--- config.mk ---
export PLATFORM = sky130hd
export DESIGN_NAME = led_sink_device_flat
export DESIGN_NICKNAME = d
export VERILOG_FILES = /design/src/common/led_sink_pkg.sv /design/src/common/led_link_if.sv /design/src/core/mode_sequencer.sv /design/src/core/led_sink_device.sv /design/src/flat_wrapper.sv
export SDC_FILE = /design/constraint.sdc
export NUM_CORES = 1
export LEC_CHECK = 0
export ABC_AREA = 1
export BUFFER_PORTS_ARGS = -buffer_cell sky130_fd_sc_hd__buf_2
export CORE_MARGIN = 10
export CORE_UTILIZATION = 55
export DETAILED_ROUTE_END_ITERATION = 10
export GPL_TIMING_DRIVEN = 1
export PLACE_DENSITY_LB_ADDON = 0.25
export SLEW_MARGIN = 10
export SYNTH_ARGS = -nofsm -noshare
export SYNTH_HDL_FRONTEND = slang
export SYNTH_SLANG_ARGS = --single-unit
--- constraint.sdc ---
create_clock -name clk -period 2.5 [get_ports clk]
set_input_delay 0 -clock clk [delete_from_list [all_inputs] [get_ports clk]]
set_output_delay 0 -clock clk [all_outputs]
set_load 0.01 [all_outputs]
--- src/common/led_sink_pkg.sv ---
package led_sink_pkg;
  // Chain length n+1; n is 7 or 15
  localparam int CHAIN_LAST_NARROW = 7;
  localparam int CHAIN_LAST_WIDE   = 15;
  // Reset value of shift stages and latches
  localparam logic RESET_BIT = 1'b0;
  // Test pass timing
  localparam int CLK_PERIOD_NS        = 10;
  localparam int TEST_GATE_LOW_NS     = 2000;
  localparam int TEST_GATE_LOW_CYCLES = (TEST_GATE_LOW_NS + CLK_PERIOD_NS - 1) / CLK_PERIOD_NS;
  localparam int TEST_PASS_PULSES     = 3;
  localparam int ENTRY_PULSES         = 1;
  localparam int EXIT_PULSES          = 3;
  // Host divider: serial clock half period in system cycles
  localparam int SCLK_HALF_CYCLES     = 2;
  // Mode sequencer states
  typedef enum logic [1:0] {
    MODE_NORMAL   = 2'b00,
    MODE_ENTRY    = 2'b01,
    MODE_TEST     = 2'b11,
    MODE_EXIT     = 2'b10
  } mode_t;
endpackage

--- src/common/led_link_if.sv ---
`timescale 1ns/1ps
`default_nettype none
interface led_link_if;
  logic serial_clk;
  logic serial_in;
  logic latch_strobe;
  logic output_gate_n;
  logic serial_out;
  modport device (
    input  serial_clk,
    input  serial_in,
    input  latch_strobe,
    input  output_gate_n,
    output serial_out
  );
  modport host (
    output serial_clk,
    output serial_in,
    output latch_strobe,
    output output_gate_n,
    input  serial_out
  );
endinterface
`default_nettype wire

--- src/core/mode_sequencer.sv ---
`timescale 1ns/1ps
`default_nettype none
module mode_sequencer
  import led_sink_pkg::*;
(
  input  wire logic clk,
  input  wire logic reset_n,
  input  wire logic clk_rise,
  input  wire logic latch_strobe,
  input  wire logic output_gate_n,
  input  wire logic over_temperature_off,
  output logic      open_led_test,
  output logic      entry_block
);
  mode_t mode;
  mode_t next_mode;
  logic  prev_strobe;
  logic  prev_gate_n;
  logic  next_prev_strobe;
  logic  next_prev_gate_n;
  logic [1:0] pulses;
  logic [1:0] next_pulses;

  // Entry: strobe rises with gate high, then strobe low plus one edge.
  // Exit: gate pulses low while strobe high, then gate high plus three edges.
  always_comb begin
    next_mode        = mode;
    next_pulses      = pulses;
    next_prev_strobe = prev_strobe;
    next_prev_gate_n = prev_gate_n;
    if (clk_rise) begin
      next_prev_strobe = latch_strobe;
      next_prev_gate_n = output_gate_n;
      unique case (mode)
        MODE_NORMAL: begin
          // Steady pins are ordinary use; a strobe held over an edge starts entry
          if (latch_strobe && prev_strobe && output_gate_n && prev_gate_n) begin
            next_mode   = MODE_ENTRY;
            next_pulses = 2'd0;
          end
        end
        MODE_ENTRY: begin
          if (!latch_strobe) begin
            next_mode = MODE_TEST;
          end
        end
        MODE_TEST: begin
          if (latch_strobe && !output_gate_n) begin
            next_mode   = MODE_EXIT;
            next_pulses = 2'd0;
          end
        end
        MODE_EXIT: begin
          if (output_gate_n) begin
            next_pulses = pulses + 2'd1;
            if (pulses == 2'(EXIT_PULSES - 1)) begin
              next_mode = MODE_NORMAL;
            end
          end
        end
      endcase
    end
  end

  // Lockout-free power-on state is normal mode
  always_ff @(posedge clk or negedge reset_n) begin
    if (!reset_n) begin
      mode        <= MODE_NORMAL;
      pulses      <= 2'd0;
      prev_strobe <= 1'b0;
      prev_gate_n <= 1'b1;
    end else begin
      mode        <= next_mode;
      pulses      <= next_pulses;
      prev_strobe <= next_prev_strobe;
      prev_gate_n <= next_prev_gate_n;
    end
  end

  assign open_led_test = (mode == MODE_TEST) || (mode == MODE_EXIT);
  // Strobe with clock must not copy data while the sequence is decoded
  // A rise with strobe and gate high is already part of the sequence
  assign entry_block   = (mode == MODE_ENTRY) ||
                         (mode == MODE_NORMAL && output_gate_n &&
                          (prev_strobe || (latch_strobe && clk_rise)));
endmodule
`default_nettype wire

--- src/core/led_sink_device.sv ---
`timescale 1ns/1ps
`default_nettype none
module led_sink_device
  import led_sink_pkg::*;
#(
  parameter int LAST = CHAIN_LAST_WIDE
)(
  input  wire logic            clk,
  input  wire logic            reset_n,
  led_link_if.device           link,
  input  wire logic [LAST:0]   above_threshold,
  input  wire logic            over_temperature_off,
  output logic      [LAST:0]   sink_on,
  output logic      [LAST:0]   latch_state,
  output logic                 open_led_test
);
  logic [LAST:0] chain;
  logic [LAST:0] next_chain;
  logic [LAST:0] latches;
  logic [LAST:0] next_latches;
  logic [LAST:0] next_sink_on;
  logic [LAST:0] error_bits;
  logic [LAST:0] next_error_bits;
  logic          serial_out;
  logic          prev_clk;
  logic          prev_gate_n;
  logic          clk_rise;
  logic          gate_rise;
  logic          test_mode;
  logic          entry_block;
  logic          next_open_led_test;

  mode_sequencer mode_sequencer_i (
    .clk                  (clk),
    .reset_n              (reset_n),
    .clk_rise             (clk_rise),
    .latch_strobe         (link.latch_strobe),
    .output_gate_n        (link.output_gate_n),
    .over_temperature_off (over_temperature_off),
    .open_led_test        (test_mode),
    .entry_block          (entry_block)
  );

  // Serial clock is a pin sampled on the system clock
  assign clk_rise  = link.serial_clk && !prev_clk;
  assign gate_rise = link.output_gate_n && !prev_gate_n;

  // Per-output error sampling while the gate is low in test mode
  genvar i;
  for (i = 0; i <= LAST; i++) begin : g_err
    always_comb begin
      next_error_bits[i] = error_bits[i];
      if (test_mode && !link.output_gate_n) begin
        next_error_bits[i] = latches[i] && above_threshold[i];
      end
    end
  end

  // Chain: shift on rising clock, error capture on gate rise
  always_comb begin
    next_chain = chain;
    if (test_mode && over_temperature_off) begin
      next_chain = '0;
    end else if (test_mode && gate_rise) begin
      next_chain = error_bits;
    end else if (clk_rise) begin
      next_chain = {chain[LAST-1:0], link.serial_in};
    end
  end

  // Transparent latches follow the chain while strobe is high, not during entry; in test mode only with gate high
  always_comb begin
    next_latches = latches;
    if (link.latch_strobe && !entry_block && !test_mode) begin
      next_latches = next_chain;
    end else if (link.latch_strobe && test_mode && !clk_rise && link.output_gate_n) begin
      next_latches = next_chain;
    end
  end

  // Gate only masks the drivers; latches untouched
  always_comb begin
    if (link.output_gate_n || over_temperature_off) begin
      next_sink_on = '0;
    end else begin
      next_sink_on = next_latches;
    end
    next_open_led_test = test_mode;
  end

  always_ff @(posedge clk or negedge reset_n) begin
    if (!reset_n) begin
      chain         <= '0;
      latches       <= '0;
      error_bits    <= '0;
      sink_on       <= '0;
      latch_state   <= '0;
      serial_out    <= 1'b0;
      prev_clk      <= 1'b0;
      prev_gate_n   <= 1'b1;
      open_led_test <= 1'b0;
    end else begin
      chain         <= next_chain;
      latches       <= next_latches;
      error_bits    <= next_error_bits;
      sink_on       <= next_sink_on;
      latch_state   <= next_latches;
      serial_out    <= next_chain[LAST];
      prev_clk      <= link.serial_clk;
      prev_gate_n   <= link.output_gate_n;
      open_led_test <= next_open_led_test;
    end
  end

  assign link.serial_out = serial_out;
endmodule
`default_nettype wire

--- src/flat_wrapper.sv ---
// flat-port wrapper written by rule: the top's interface ports become plain ports
module led_sink_device_flat import led_sink_pkg::*;
#(
  parameter int LAST = CHAIN_LAST_WIDE
)
  (clk, reset_n, above_threshold, over_temperature_off, sink_on, latch_state, open_led_test, link_serial_clk, link_serial_in, link_latch_strobe, link_output_gate_n, link_serial_out);
  led_link_if link_i ();
  input  wire logic clk;
  input  wire logic reset_n;
  input  wire logic [LAST:0] above_threshold;
  input  wire logic over_temperature_off;
  output logic      [LAST:0] sink_on;
  output logic      [LAST:0] latch_state;
  output logic open_led_test;
  input wire logic [$bits(link_i.serial_clk)-1:0] link_serial_clk;
  input wire logic [$bits(link_i.serial_in)-1:0] link_serial_in;
  input wire logic [$bits(link_i.latch_strobe)-1:0] link_latch_strobe;
  input wire logic [$bits(link_i.output_gate_n)-1:0] link_output_gate_n;
  output wire logic [$bits(link_i.serial_out)-1:0] link_serial_out;
  assign link_i.serial_clk = link_serial_clk;
  assign link_i.serial_in = link_serial_in;
  assign link_i.latch_strobe = link_latch_strobe;
  assign link_i.output_gate_n = link_output_gate_n;
  assign link_serial_out = link_i.serial_out;
  led_sink_device #(.LAST(LAST)) u_core (.clk(clk), .reset_n(reset_n), .link(link_i), .above_threshold(above_threshold), .over_temperature_off(over_temperature_off), .sink_on(sink_on), .latch_state(latch_state), .open_led_test(open_led_test));
endmodule
==> load_flow_metrics.sql, run 1 <==
INSERT INTO impl_metrics (metric_group, metric, value, unit) VALUES
('clock_tree', 'clk_latency', '350', 'ps'),
('drt', 'vias_per_cell', '4.99', ''),
('sta', 'setup-violations-final', '0', ''),
('setup_path', 'cp_data_required_time', '2710', 'ps'),
('placement', 'gp_congestion', '0.775', ''),
('drt', 'wl_per_cell', '14.2', 'um'),
('sta', 'max-slew-margin-rel', '50.7', '%'),
('placement', 'postPlaceCellArea', '0.00369', 'mm2'),
('synthesis', 'synth_fp_nets', '412', ''),
('min_path', 'hp-class', 'in2reg', ''),
('clock_tree', 'clk_slew_on_worst_s_h_paths', '70', 'ps'),
('floorplan', 'design.die.area', '0.00973', 'mm2'),
('sta', 'fin_crit', '1820', 'ps'),
('job', 'max-cap-violations', '0', ''),
('floorplan', 'die_h', '98.7', 'um'),
('sta', 'fin_skew', '4.98', 'ps'),
('clock_tree', 'htree_levels', '3', ''),
('layout', 'final_net_count', '485', ''),
('global_routing', 'grt_use_total', '16.2', '%'),
('global_routing', 'number_of_antenna_violations_at_the_first_check_in_global_routing', '0', ''),
('clock_tree', 'numCtsBuffers', '9', ''),
('placement', 'port_buffer_count', '56', ''),
('power_and_ir_drop', 'peakVddDrop', '0.558', 'mV'),
('synthesis', 'synthesis.instances', '388', ''),
('global_routing', 'grt_pass1_wl', '13000', 'um'),
('placement', 'detailedPlace.worstSlack', '699', 'ps'),
('synthesis', 'synth_seq_area_share', '53.8', '%'),
('drt', 'drt_iter0_drc', '107', ''),
('run_status', 'status', 'finished clean', ''),
('setup_path', 'worst-endpoint-arrival', '2030', 'ps'),
('setup_path', 'cp_common_cell', 'sky130_fd_sc_hd__nand2_1', ''),
('floorplan', 'row_count', '28', ''),
('clock_tree', 'post_cts_resized', '0', ''),
('synthesis', 'ys_seq_elements', '73', ''),
('global_routing', 'gr-total-overflow', '0', ''),
('setup_path', 'timing.critical_path.from_type', 'flop', ''),
('power_and_ir_drop', 'cellLeakagePower', '2.32', 'nW'),
('placement', 'dpl.hpwl', '5070', 'um'),
('drt', 'drt_wl_total', '7660', 'um'),
('setup_path', 'critPathBufInv', '1', ''),
('clock_tree', 'tritoncts', 'done', ''),
('layout', 'share_of_final_layout_standard_cells_stronger_than_drive_strength_1', '27.9', '%'),
('synthesis', 'mappedNetlistArea', '0.00340', 'mm2'),
('sta', 'totalNegativeSetupSlack', '0', 'ps'),
('drt', 'remaining_drc_errors', '0', ''),
('sta', 'maxSlewViolCount', '0', ''),
('global_routing', 'via_count_of_the_first_global_routing_pass', '2813', ''),
('drt', 'dr_total_vias', '2702', ''),
('min_path', 'holdCritStartpoint', 'link_serial_in', ''),
('sta', 'period_share', '72.8', '%'),
('global_routing', 'grt_start_max_net_pins', '42', ''),
('setup_path', 'worst_path_dominant_cell_family', 'simple AND/OR/NAND/NOR gates', ''),
('clock_tree', 'ctsLongestPathBuffers', '2', ''),
('floorplan', 'number_of_top_level_pins', '57', ''),
('setup_path', 'critical_path.cell_chain', 'inv_2 -> nand2_2 -> nand4_4 -> nand2_4 -> nand2_1 -> nand2_1 -> nor2_1', ''),
('layout', 'antenna-diode-count', '0', ''),
('setup_path', 'endpoint_kind', 'flop', ''),
('drt', 'final_antenna_net_count', '0', ''),
('setup_path', 'setup_cp_type', 'reg2reg', ''),
('setup_path', 'rr_startpoint', 'u_core.prev_clk$_DFF_PN0_', ''),
('synthesis', 'synth.avg_cell_area', '8.77', 'um2'),
('setup_path', 'r2r_slack', '680', 'ps'),
('power_and_ir_drop', 'power-per-cell-area', '1120', 'mW/mm2'),
('floorplan', 'core_area', '0.00596', 'mm2'),
('sta', 'final-hold-violation-count', '0', ''),
('setup_path', 'cp-startpoint', 'u_core.prev_clk$_DFF_PN0_', ''),
('setup_path', 'slowest_stage', 'sky130_fd_sc_hd__dfrtp_1', ''),
('layout', 'finish.instance_area', '0.00409', 'mm2'),
('sta', 'worst_slew_pin_slew', '740', 'ps'),
('synthesis', 'post_synth_cell_types', '27', ''),
('synthesis', 'yosys_warnings', '0', '');
## logic make-up (layout without fill, tap and decap cells)
group	Yosys count	count (layout)	share of synthesized area, %
adder cells (fa/ha/maj)	1	1	0.368
buffers and inverters	90	168	11.8
AND/OR/NAND/NOR	182	182	27.9
AO/OA/AOI/OAI	42	42	6.25
flip-flops	73	73	53.7
## state kept, by name (all words and copies together), names as in the netlist
register	cells
u_core.chain	16
u_core.error_bits	16
u_core.latch_state	16
u_core.sink_on	16
u_core.mode_sequencer_i.mode	2
u_core.mode_sequencer_i.pulses	2
u_core.mode_sequencer_i.prev_gate_n	1
u_core.mode_sequencer_i.prev_strobe	1
u_core.open_led_test	1
u_core.prev_clk	1
u_core.prev_gate_n	1
## routing by layer
metal | up-vias | share of wire (%) | wire length [um] | track usage, %
met5 | - | 0 | 0 | 0
met4 | 0 | 1.9 | 142 | 7.50
met3 | 13 | 5.7 | 440 | 4.40
met2 | 64 | 49 | 3790 | 26.5
met1 | 1293 | 43 | 3290 | 19.5
li1 | 1332 | - | - | -
## through the flow
step	std cells	utilization (%)	hold WS [ps]
4_1_cts	541	68.7	8.78
5_1_grt	541	68.7	42.1
3_3_place_gp	506	62.0	104
3_5_place_dp	506	62.0	107
6_report	541	68.7	19.4
2_1_floorplan	388	-	-296
## repair_timing
| action | CTS | global route |
|---|---|---|
| setup endpoints to repair | 0 | 0 |
| endpoints found under the hold margin | 50 | 0 |
| hold buffers | 19 | 0 |
## worst paths after layout
| kind | end | depth (start not counted) |
|---|---|---|
| max | u_core.sink_on[1]$_DFF_PN0_ | 7 |
| min | u_core.chain[0]$_DFF_PN0_ | 5 |
| max reg2reg | u_core.sink_on[1]$_DFF_PN0_ | 7 |
| min reg2reg | u_core.mode_sequencer_i.prev_gate_n$_DFFE_PN1N_ | 2 |
| max in group asynchronous | u_core.prev_gate_n$_DFF_PN1_ | 3 |
| min in group asynchronous | u_core.mode_sequencer_i.pulses[1]$_DFFE_PN0P_ | 2 |
## placed cells by master, fill, tap and decap left out, types with 2 or more instances in the layout
cell type / instances
sky130_fd_sc_hd__dlygate4sd3_1: 19
sky130_fd_sc_hd__inv_2: 2
sky130_fd_sc_hd__a21oi_1: 16
sky130_fd_sc_hd__clkbuf_8: 12
sky130_fd_sc_hd__nor2_1: 13
sky130_fd_sc_hd__nand3_2: 10
sky130_fd_sc_hd__buf_4: 2
sky130_fd_sc_hd__nand2_1: 77
sky130_fd_sc_hd__dfrtp_1: 71
sky130_fd_sc_hd__nor2_2: 12
sky130_fd_sc_hd__o21ai_0: 23
sky130_fd_sc_hd__nand2_4: 3
sky130_fd_sc_hd__buf_2: 56
sky130_fd_sc_hd__inv_4: 2
sky130_fd_sc_hd__nand2_2: 22
sky130_fd_sc_hd__o21ai_1: 2
sky130_fd_sc_hd__inv_1: 70
sky130_fd_sc_hd__dfstp_2: 2
sky130_fd_sc_hd__clkbuf_1: 2
sky130_fd_sc_hd__nand3_1: 41
## report_power, final
part	internal, mW	switching, mW
combinational	0.634	1.10
sequential	1.64	0.251
clock	0.542	0.409
total	2.82	1.76
## worst min-delay path: cells and delay by family
kind | cells | cell delay (ps)
buffers and inverters | 2 | 140
AND/OR/NAND/NOR | 3 | 190
## cell usage after synthesis
| master | n | area share, % |
|---|---|---|
| sky130_fd_sc_hd__a21oi_1 | 16 | 2.4 |
| sky130_fd_sc_hd__buf_2 | 6 | 0.88 |
| sky130_fd_sc_hd__buf_4 | 2 | 0.44 |
| sky130_fd_sc_hd__buf_6 | 4 | 1.3 |
| sky130_fd_sc_hd__buf_8 | 1 | 0.44 |
| sky130_fd_sc_hd__clkbuf_1 | 2 | 0.22 |
| sky130_fd_sc_hd__clkbuf_2 | 1 | 0.15 |
| sky130_fd_sc_hd__dfrtp_1 | 71 | 52 |
| sky130_fd_sc_hd__dfstp_2 | 2 | 1.5 |
| sky130_fd_sc_hd__ha_1 | 1 | 0.37 |
| sky130_fd_sc_hd__inv_1 | 70 | 7.7 |
| sky130_fd_sc_hd__inv_2 | 2 | 0.22 |
| sky130_fd_sc_hd__inv_4 | 2 | 0.37 |
| sky130_fd_sc_hd__nand2_1 | 77 | 8.5 |
| sky130_fd_sc_hd__nand2_2 | 22 | 4.0 |
| sky130_fd_sc_hd__nand2_4 | 3 | 0.99 |
| sky130_fd_sc_hd__nand3_1 | 41 | 6.0 |
| sky130_fd_sc_hd__nand3_2 | 10 | 2.9 |
| sky130_fd_sc_hd__nand4_4 | 1 | 0.62 |
| sky130_fd_sc_hd__nor2_1 | 13 | 1.4 |
| sky130_fd_sc_hd__nor2_2 | 12 | 2.2 |
| sky130_fd_sc_hd__nor2_4 | 1 | 0.33 |
| sky130_fd_sc_hd__nor2_8 | 1 | 0.59 |
| sky130_fd_sc_hd__o21ai_0 | 23 | 3.4 |
| sky130_fd_sc_hd__o21ai_1 | 2 | 0.29 |
| sky130_fd_sc_hd__o21bai_1 | 1 | 0.22 |
| sky130_fd_sc_hd__or2_2 | 1 | 0.18 |
## final cells by class
cell class / count / area, um2
clock inverter: 2 / 35.0
timing repair buffer: 78 / 505
fill: 514 / 1860
inverter: 74 / 283
multi-input combinational: 225 / 1170
sequential: 73 / 1830
clock buffer: 14 / 173
tap: 75 / 93.8
(Power assumes the default switching activity.)
==> run 2, diff against run 1 <==
--- a/config.mk
+++ b/config.mk
@@ -5,7 +5,7 @@
 export SDC_FILE = /design/constraint.sdc
 export NUM_CORES = 1
 export LEC_CHECK = 0
-export ABC_AREA = 1
+export ABC_AREA = 0
 export BUFFER_PORTS_ARGS = -buffer_cell sky130_fd_sc_hd__buf_2
 export CORE_MARGIN = 10
 export CORE_UTILIZATION = 55
==> constraint.sdc (replaced) <==
create_clock -name clk -period 1.7 [get_ports clk]
set_input_delay 0 -clock clk [delete_from_list [all_inputs] [get_ports clk]]
set_output_delay 0 -clock clk [all_outputs]
set_load 0.01 [all_outputs]
==> load_flow_metrics.sql, run 2 <==
INSERT INTO impl_metrics (metric_group, metric, value, unit) VALUES
('setup_path', 'worst-endpoint-arrival', '1990', 'ps'),
('placement', 'dp.cells', '403', ''),
('synthesis', 'synth_fp_nets', '303', ''),
('layout', 'final_net_count', '388', ''),
('sta', 'fin_skew', '6.93', 'ps'),
('clock_tree', 'number_of_sinks_driven_by_the_clock_tree', '73', ''),
('clock_tree', 'numCtsBuffers', '9', ''),
('clock_tree', 'htree_levels', '3', ''),
('placement', 'gp_congestion', '0.834', ''),
('clock_tree', 'tritoncts', 'done', ''),
('global_routing', 'via_count_of_the_first_global_routing_pass', '2458', ''),
('setup_path', 'cp-startpoint', 'u_core.mode_sequencer_i.mode[1]$_DFFE_PN0P_', ''),
('clock_tree', 'clk_latency', '370', 'ps'),
('synthesis', 'synthesis.instances', '279', ''),
('setup_path', 'max_fo_critical_path', '19', ''),
('global_routing', 'number_of_antenna_violations_at_the_first_check_in_global_routing', '0', ''),
('drt', 'vias_per_cell', '5.50', ''),
('global_routing', 'grt_start_max_net_pins', '31', ''),
('clock_tree', 'clk_slew_on_worst_s_h_paths', '80', 'ps'),
('synthesis', 'ys_seq_elements', '73', ''),
('setup_path', 'critical_path_cell_count', '5', ''),
('floorplan', 'die_h', '96.0', 'um'),
('layout', 'share_of_final_layout_standard_cells_stronger_than_drive_strength_1', '31.7', '%'),
('setup_path', 'setup_cp_type', 'reg2reg', ''),
('clock_tree', 'ctsLongestPathBuffers', '2', ''),
('drt', 'drt_pre_antenna_iters', '4', ''),
('floorplan', 'core_area', '0.00557', 'mm2'),
('sta', 'period_share', '99.4', '%'),
('setup_path', 'timing.critical_path.from_type', 'flop', ''),
('placement', 'postPlaceCellArea', '0.00357', 'mm2'),
('layout', 'finish.instance_area', '0.00404', 'mm2'),
('drt', 'wl_per_cell', '17.2', 'um'),
('setup_path', 'cp_data_required_time', '2000', 'ps'),
('job', 'max-cap-violations', '0', ''),
('synthesis', 'netlist.top_cell.by_area', 'sky130_fd_sc_hd__dfrtp_1', ''),
('floorplan', 'design.die.area', '0.00922', 'mm2'),
('drt', 'dr_total_vias', '2425', ''),
('setup_path', 'worst_path_dominant_cell_family', 'buffers and inverters', ''),
('setup_path', 'worstRegToRegCells', '5', ''),
('placement', 'dpl.hpwl', '4900', 'um'),
('floorplan', 'number_of_top_level_pins', '57', ''),
('global_routing', 'grt_use_total', '17.5', '%'),
('synthesis', 'netlist_top_cells_area', 'sky130_fd_sc_hd__dfrtp_1 (56%), sky130_fd_sc_hd__nand2_1 (8.5%), sky130_fd_sc_hd__mux2_4 (4.7%)', ''),
('drt', 'final_antenna_net_count', '0', ''),
('power_and_ir_drop', 'cellLeakagePower', '1.93', 'nW'),
('layout', 'area_delta_synth_final', '27.0', '%'),
('min_path', 'hp-class', 'in2reg', ''),
('drt', 'remaining_drc_errors', '0', ''),
('floorplan', 'row_count', '27', ''),
('setup_path', 'rr_startpoint', 'u_core.mode_sequencer_i.mode[1]$_DFFE_PN0P_', ''),
('global_routing', 'globalRoute.busiestLayer', 'met2', ''),
('layout', 'final_common_cell', 'sky130_fd_sc_hd__nand2_1', ''),
('synthesis', 'synth_top_cell_area_share', '55.9', '%'),
('sta', 'setup_repair_after_global_routing_missed_its_margin', 'yes', ''),
('sta', 'fin_crit', '1690', 'ps'),
('synthesis', 'yosys.cell_count.top_type', 'sky130_fd_sc_hd__nand2_1', ''),
('clock_tree', 'ctsRootBufferMaster', 'sky130_fd_sc_hd__clkbuf_8', ''),
('sta', 'max_freq', '0.592', 'GHz'),
('sta', 'maxSlewViolCount', '0', ''),
('sta', 'worst_slack', '9.98', 'ps'),
('synthesis', 'asyncSetResetFlopFracSynth', '100', '%'),
('synthesis', 'synth-edff-count', '0', ''),
('setup_path', 'slowest_stage', 'sky130_fd_sc_hd__dfrtp_1', ''),
('synthesis', 'post_synth_cell_types', '35', ''),
('run_status', 'status', 'finished clean', ''),
('global_routing', 'globalRouteMet3Util', '5.84', '%'),
('sta', 'final-hold-violation-count', '0', ''),
('setup_path', 'critical_path.cell_chain', 'buf_4 -> buf_4 -> nand3b_4 -> a32oi_1 -> mux2_2', ''),
('sta', 'worst_slew_pin_slew', '583', 'ps'),
('global_routing', 'grt_util_met1', '21.9', '%'),
('placement', 'port_buffer_count', '56', ''),
('sta', 'max-slew-margin-rel', '61.0', '%'),
('setup_path', 'worstSetupEndpoint', 'u_core.latch_state[0]$_DFF_PN0_', ''),
('setup_path', 'critPathBufInv', '2', ''),
('synthesis', 'yosys_warnings', '0', ''),
('synthesis', 'synth_seq_area_share', '57.5', '%'),
('synthesis', 'mappedNetlistArea', '0.00318', 'mm2'),
('setup_path', 'r2r_slack', '10', 'ps'),
('layout', 'antenna-diode-count', '0', ''),
('setup_path', 'cp_common_cell', 'sky130_fd_sc_hd__buf_4', ''),
('layout', 'layoutNonFillerInstCount', '441', ''),
('global_routing', 'gr-usage-met2', '27.3', '%'),
('synthesis', 'ys_dominant_reg_cell', 'sky130_fd_sc_hd__dfrtp_1', ''),
('drt', 'drt_iter0_drc', '190', ''),
('synthesis', 'netlist_top_cells_count', 'sky130_fd_sc_hd__nand2_1 (72), sky130_fd_sc_hd__dfrtp_1 (71), sky130_fd_sc_hd__a22o_1 (17), sky130_fd_sc_hd__o21bai_1 (17), sky130_fd_sc_hd__o21ai_0 (16)', ''),
('placement', 'detailedPlace.worstSlack', '21.0', 'ps'),
('layout', 'layout_common_cells', 'sky130_fd_sc_hd__nand2_1 (72), sky130_fd_sc_hd__dfrtp_1 (71), sky130_fd_sc_hd__buf_2 (56)', ''),
('global_routing', 'gr-total-overflow', '0', ''),
('sta', 'final.hold.worst_slack', '84.7', 'ps'),
('setup_path', 'critical_path.max_stage_delay', '370', 'ps'),
('power_and_ir_drop', 'power-per-cell-area', '1360', 'mW/mm2'),
('global_routing', 'grt_pass1_wl', '12500', 'um'),
('floorplan', 'die-width', '96.0', 'um'),
('floorplan', 'initial_cell_density_of_the_core', '57.0', '%'),
('setup_path', 'worstReg2RegEnd', 'u_core.latch_state[0]$_DFF_PN0_', ''),
('synthesis', 'synth.avg_cell_area', '11.4', 'um2'),
('drt', 'drt_wl_total', '7590', 'um'),
('layout', 'finalCoreUtilization', '72.4', '%'),
('sta', 'setup-violations-final', '0', ''),
('power_and_ir_drop', 'peakVddDrop', '0.982', 'mV'),
('setup_path', 'endpoint_kind', 'flop', '');
run 2: changes by cell type after synthesis, moves of 10 or more:
cell / delta
sky130_fd_sc_hd__nand3_1: -39
sky130_fd_sc_hd__nand3_2: -10
sky130_fd_sc_hd__a21oi_1: -14
sky130_fd_sc_hd__nand2_2: -22
sky130_fd_sc_hd__nor2_2: -11
sky130_fd_sc_hd__inv_1: -68
sky130_fd_sc_hd__a22o_1: +17
sky130_fd_sc_hd__a32oi_1: +15
sky130_fd_sc_hd__mux2_4: +10
sky130_fd_sc_hd__o21bai_1: +16
sky130_fd_sc_hd__nor2_1: -10
run 2: layer usage:
metal / wire [um] / share of wire [%]
met5: 0 / 0
met4: 130 / 1.7
met3: 449 / 5.9
met2: 3750 / 49
met1: 3260 / 43
run 2: logic make-up after synthesis:
logic type | synth area share [%]
muxes | 7.20
DFF | 57.5
and+or+nand+nor | 12.6
buffers and inverters | 4.56
AOI/OAI and AO/OA | 17.7
adders and majority gates | 0.393
run 2: timing repair:
action	CTS	global route
buffers inserted	0	1
hold buffers	21	0
gates cloned	0	0
gates resized for setup	1	5
hold endpoints to repair	93	0
endpoints found under the setup margin	2	31
run 2: cell type report:
class | instances | area, um2
sequential | 73 | 1830
multi-input combinational | 182 | 1230
clock buffer | 12 | 165
tap | 72 | 90.1
inverter | 2 | 7.51
clock inverter | 4 | 50.0
fill | 391 | 1540
timing repair buffer | 96 | 669
run 2: power breakdown:
group	switching, mW	leakage (nW)	total, mW	internal (mW)
logic	0.810	0.871	1.53	0.717
clock network	0.665	0.105	1.46	0.795
registers	0.327	0.959	2.50	2.18
total	1.80	1.93	5.49	3.69
run 2: worst min path at each step:
stage	endpoint	startpoint	slack, ps	cells past startpoint
floorplan	u_core.chain[0]$_DFF_PN0_	reset_n	-300	0
global placement	u_core.mode_sequencer_i.pulses[0]$_DFFE_PN0P_	reset_n	-30	1
detailed placement	u_core.mode_sequencer_i.pulses[0]$_DFFE_PN0P_	reset_n	-30	1
CTS	u_core.sink_on[14]$_DFF_PN0_	over_temperature_off	100	3
global route	u_core.sink_on[14]$_DFF_PN0_	over_temperature_off	100	3
finish	u_core.sink_on[14]$_DFF_PN0_	over_temperature_off	80	3
run 2: metrics by stage:
step | setup TNS (ps) | power (mW)
final | 0 | 5.49
after CTS | 0 | 5.48
after global routing | -1500 | 5.81
after detailed placement | 0 | 3.99
after floorplan | 0 | 3.41
after global placement | 0 | 3.94
run 2: worst min-delay path: stages:
cell	delay, ps
sky130_fd_sc_hd__buf_2	120
sky130_fd_sc_hd__a211oi_4	80
sky130_fd_sc_hd__a22o_1	200
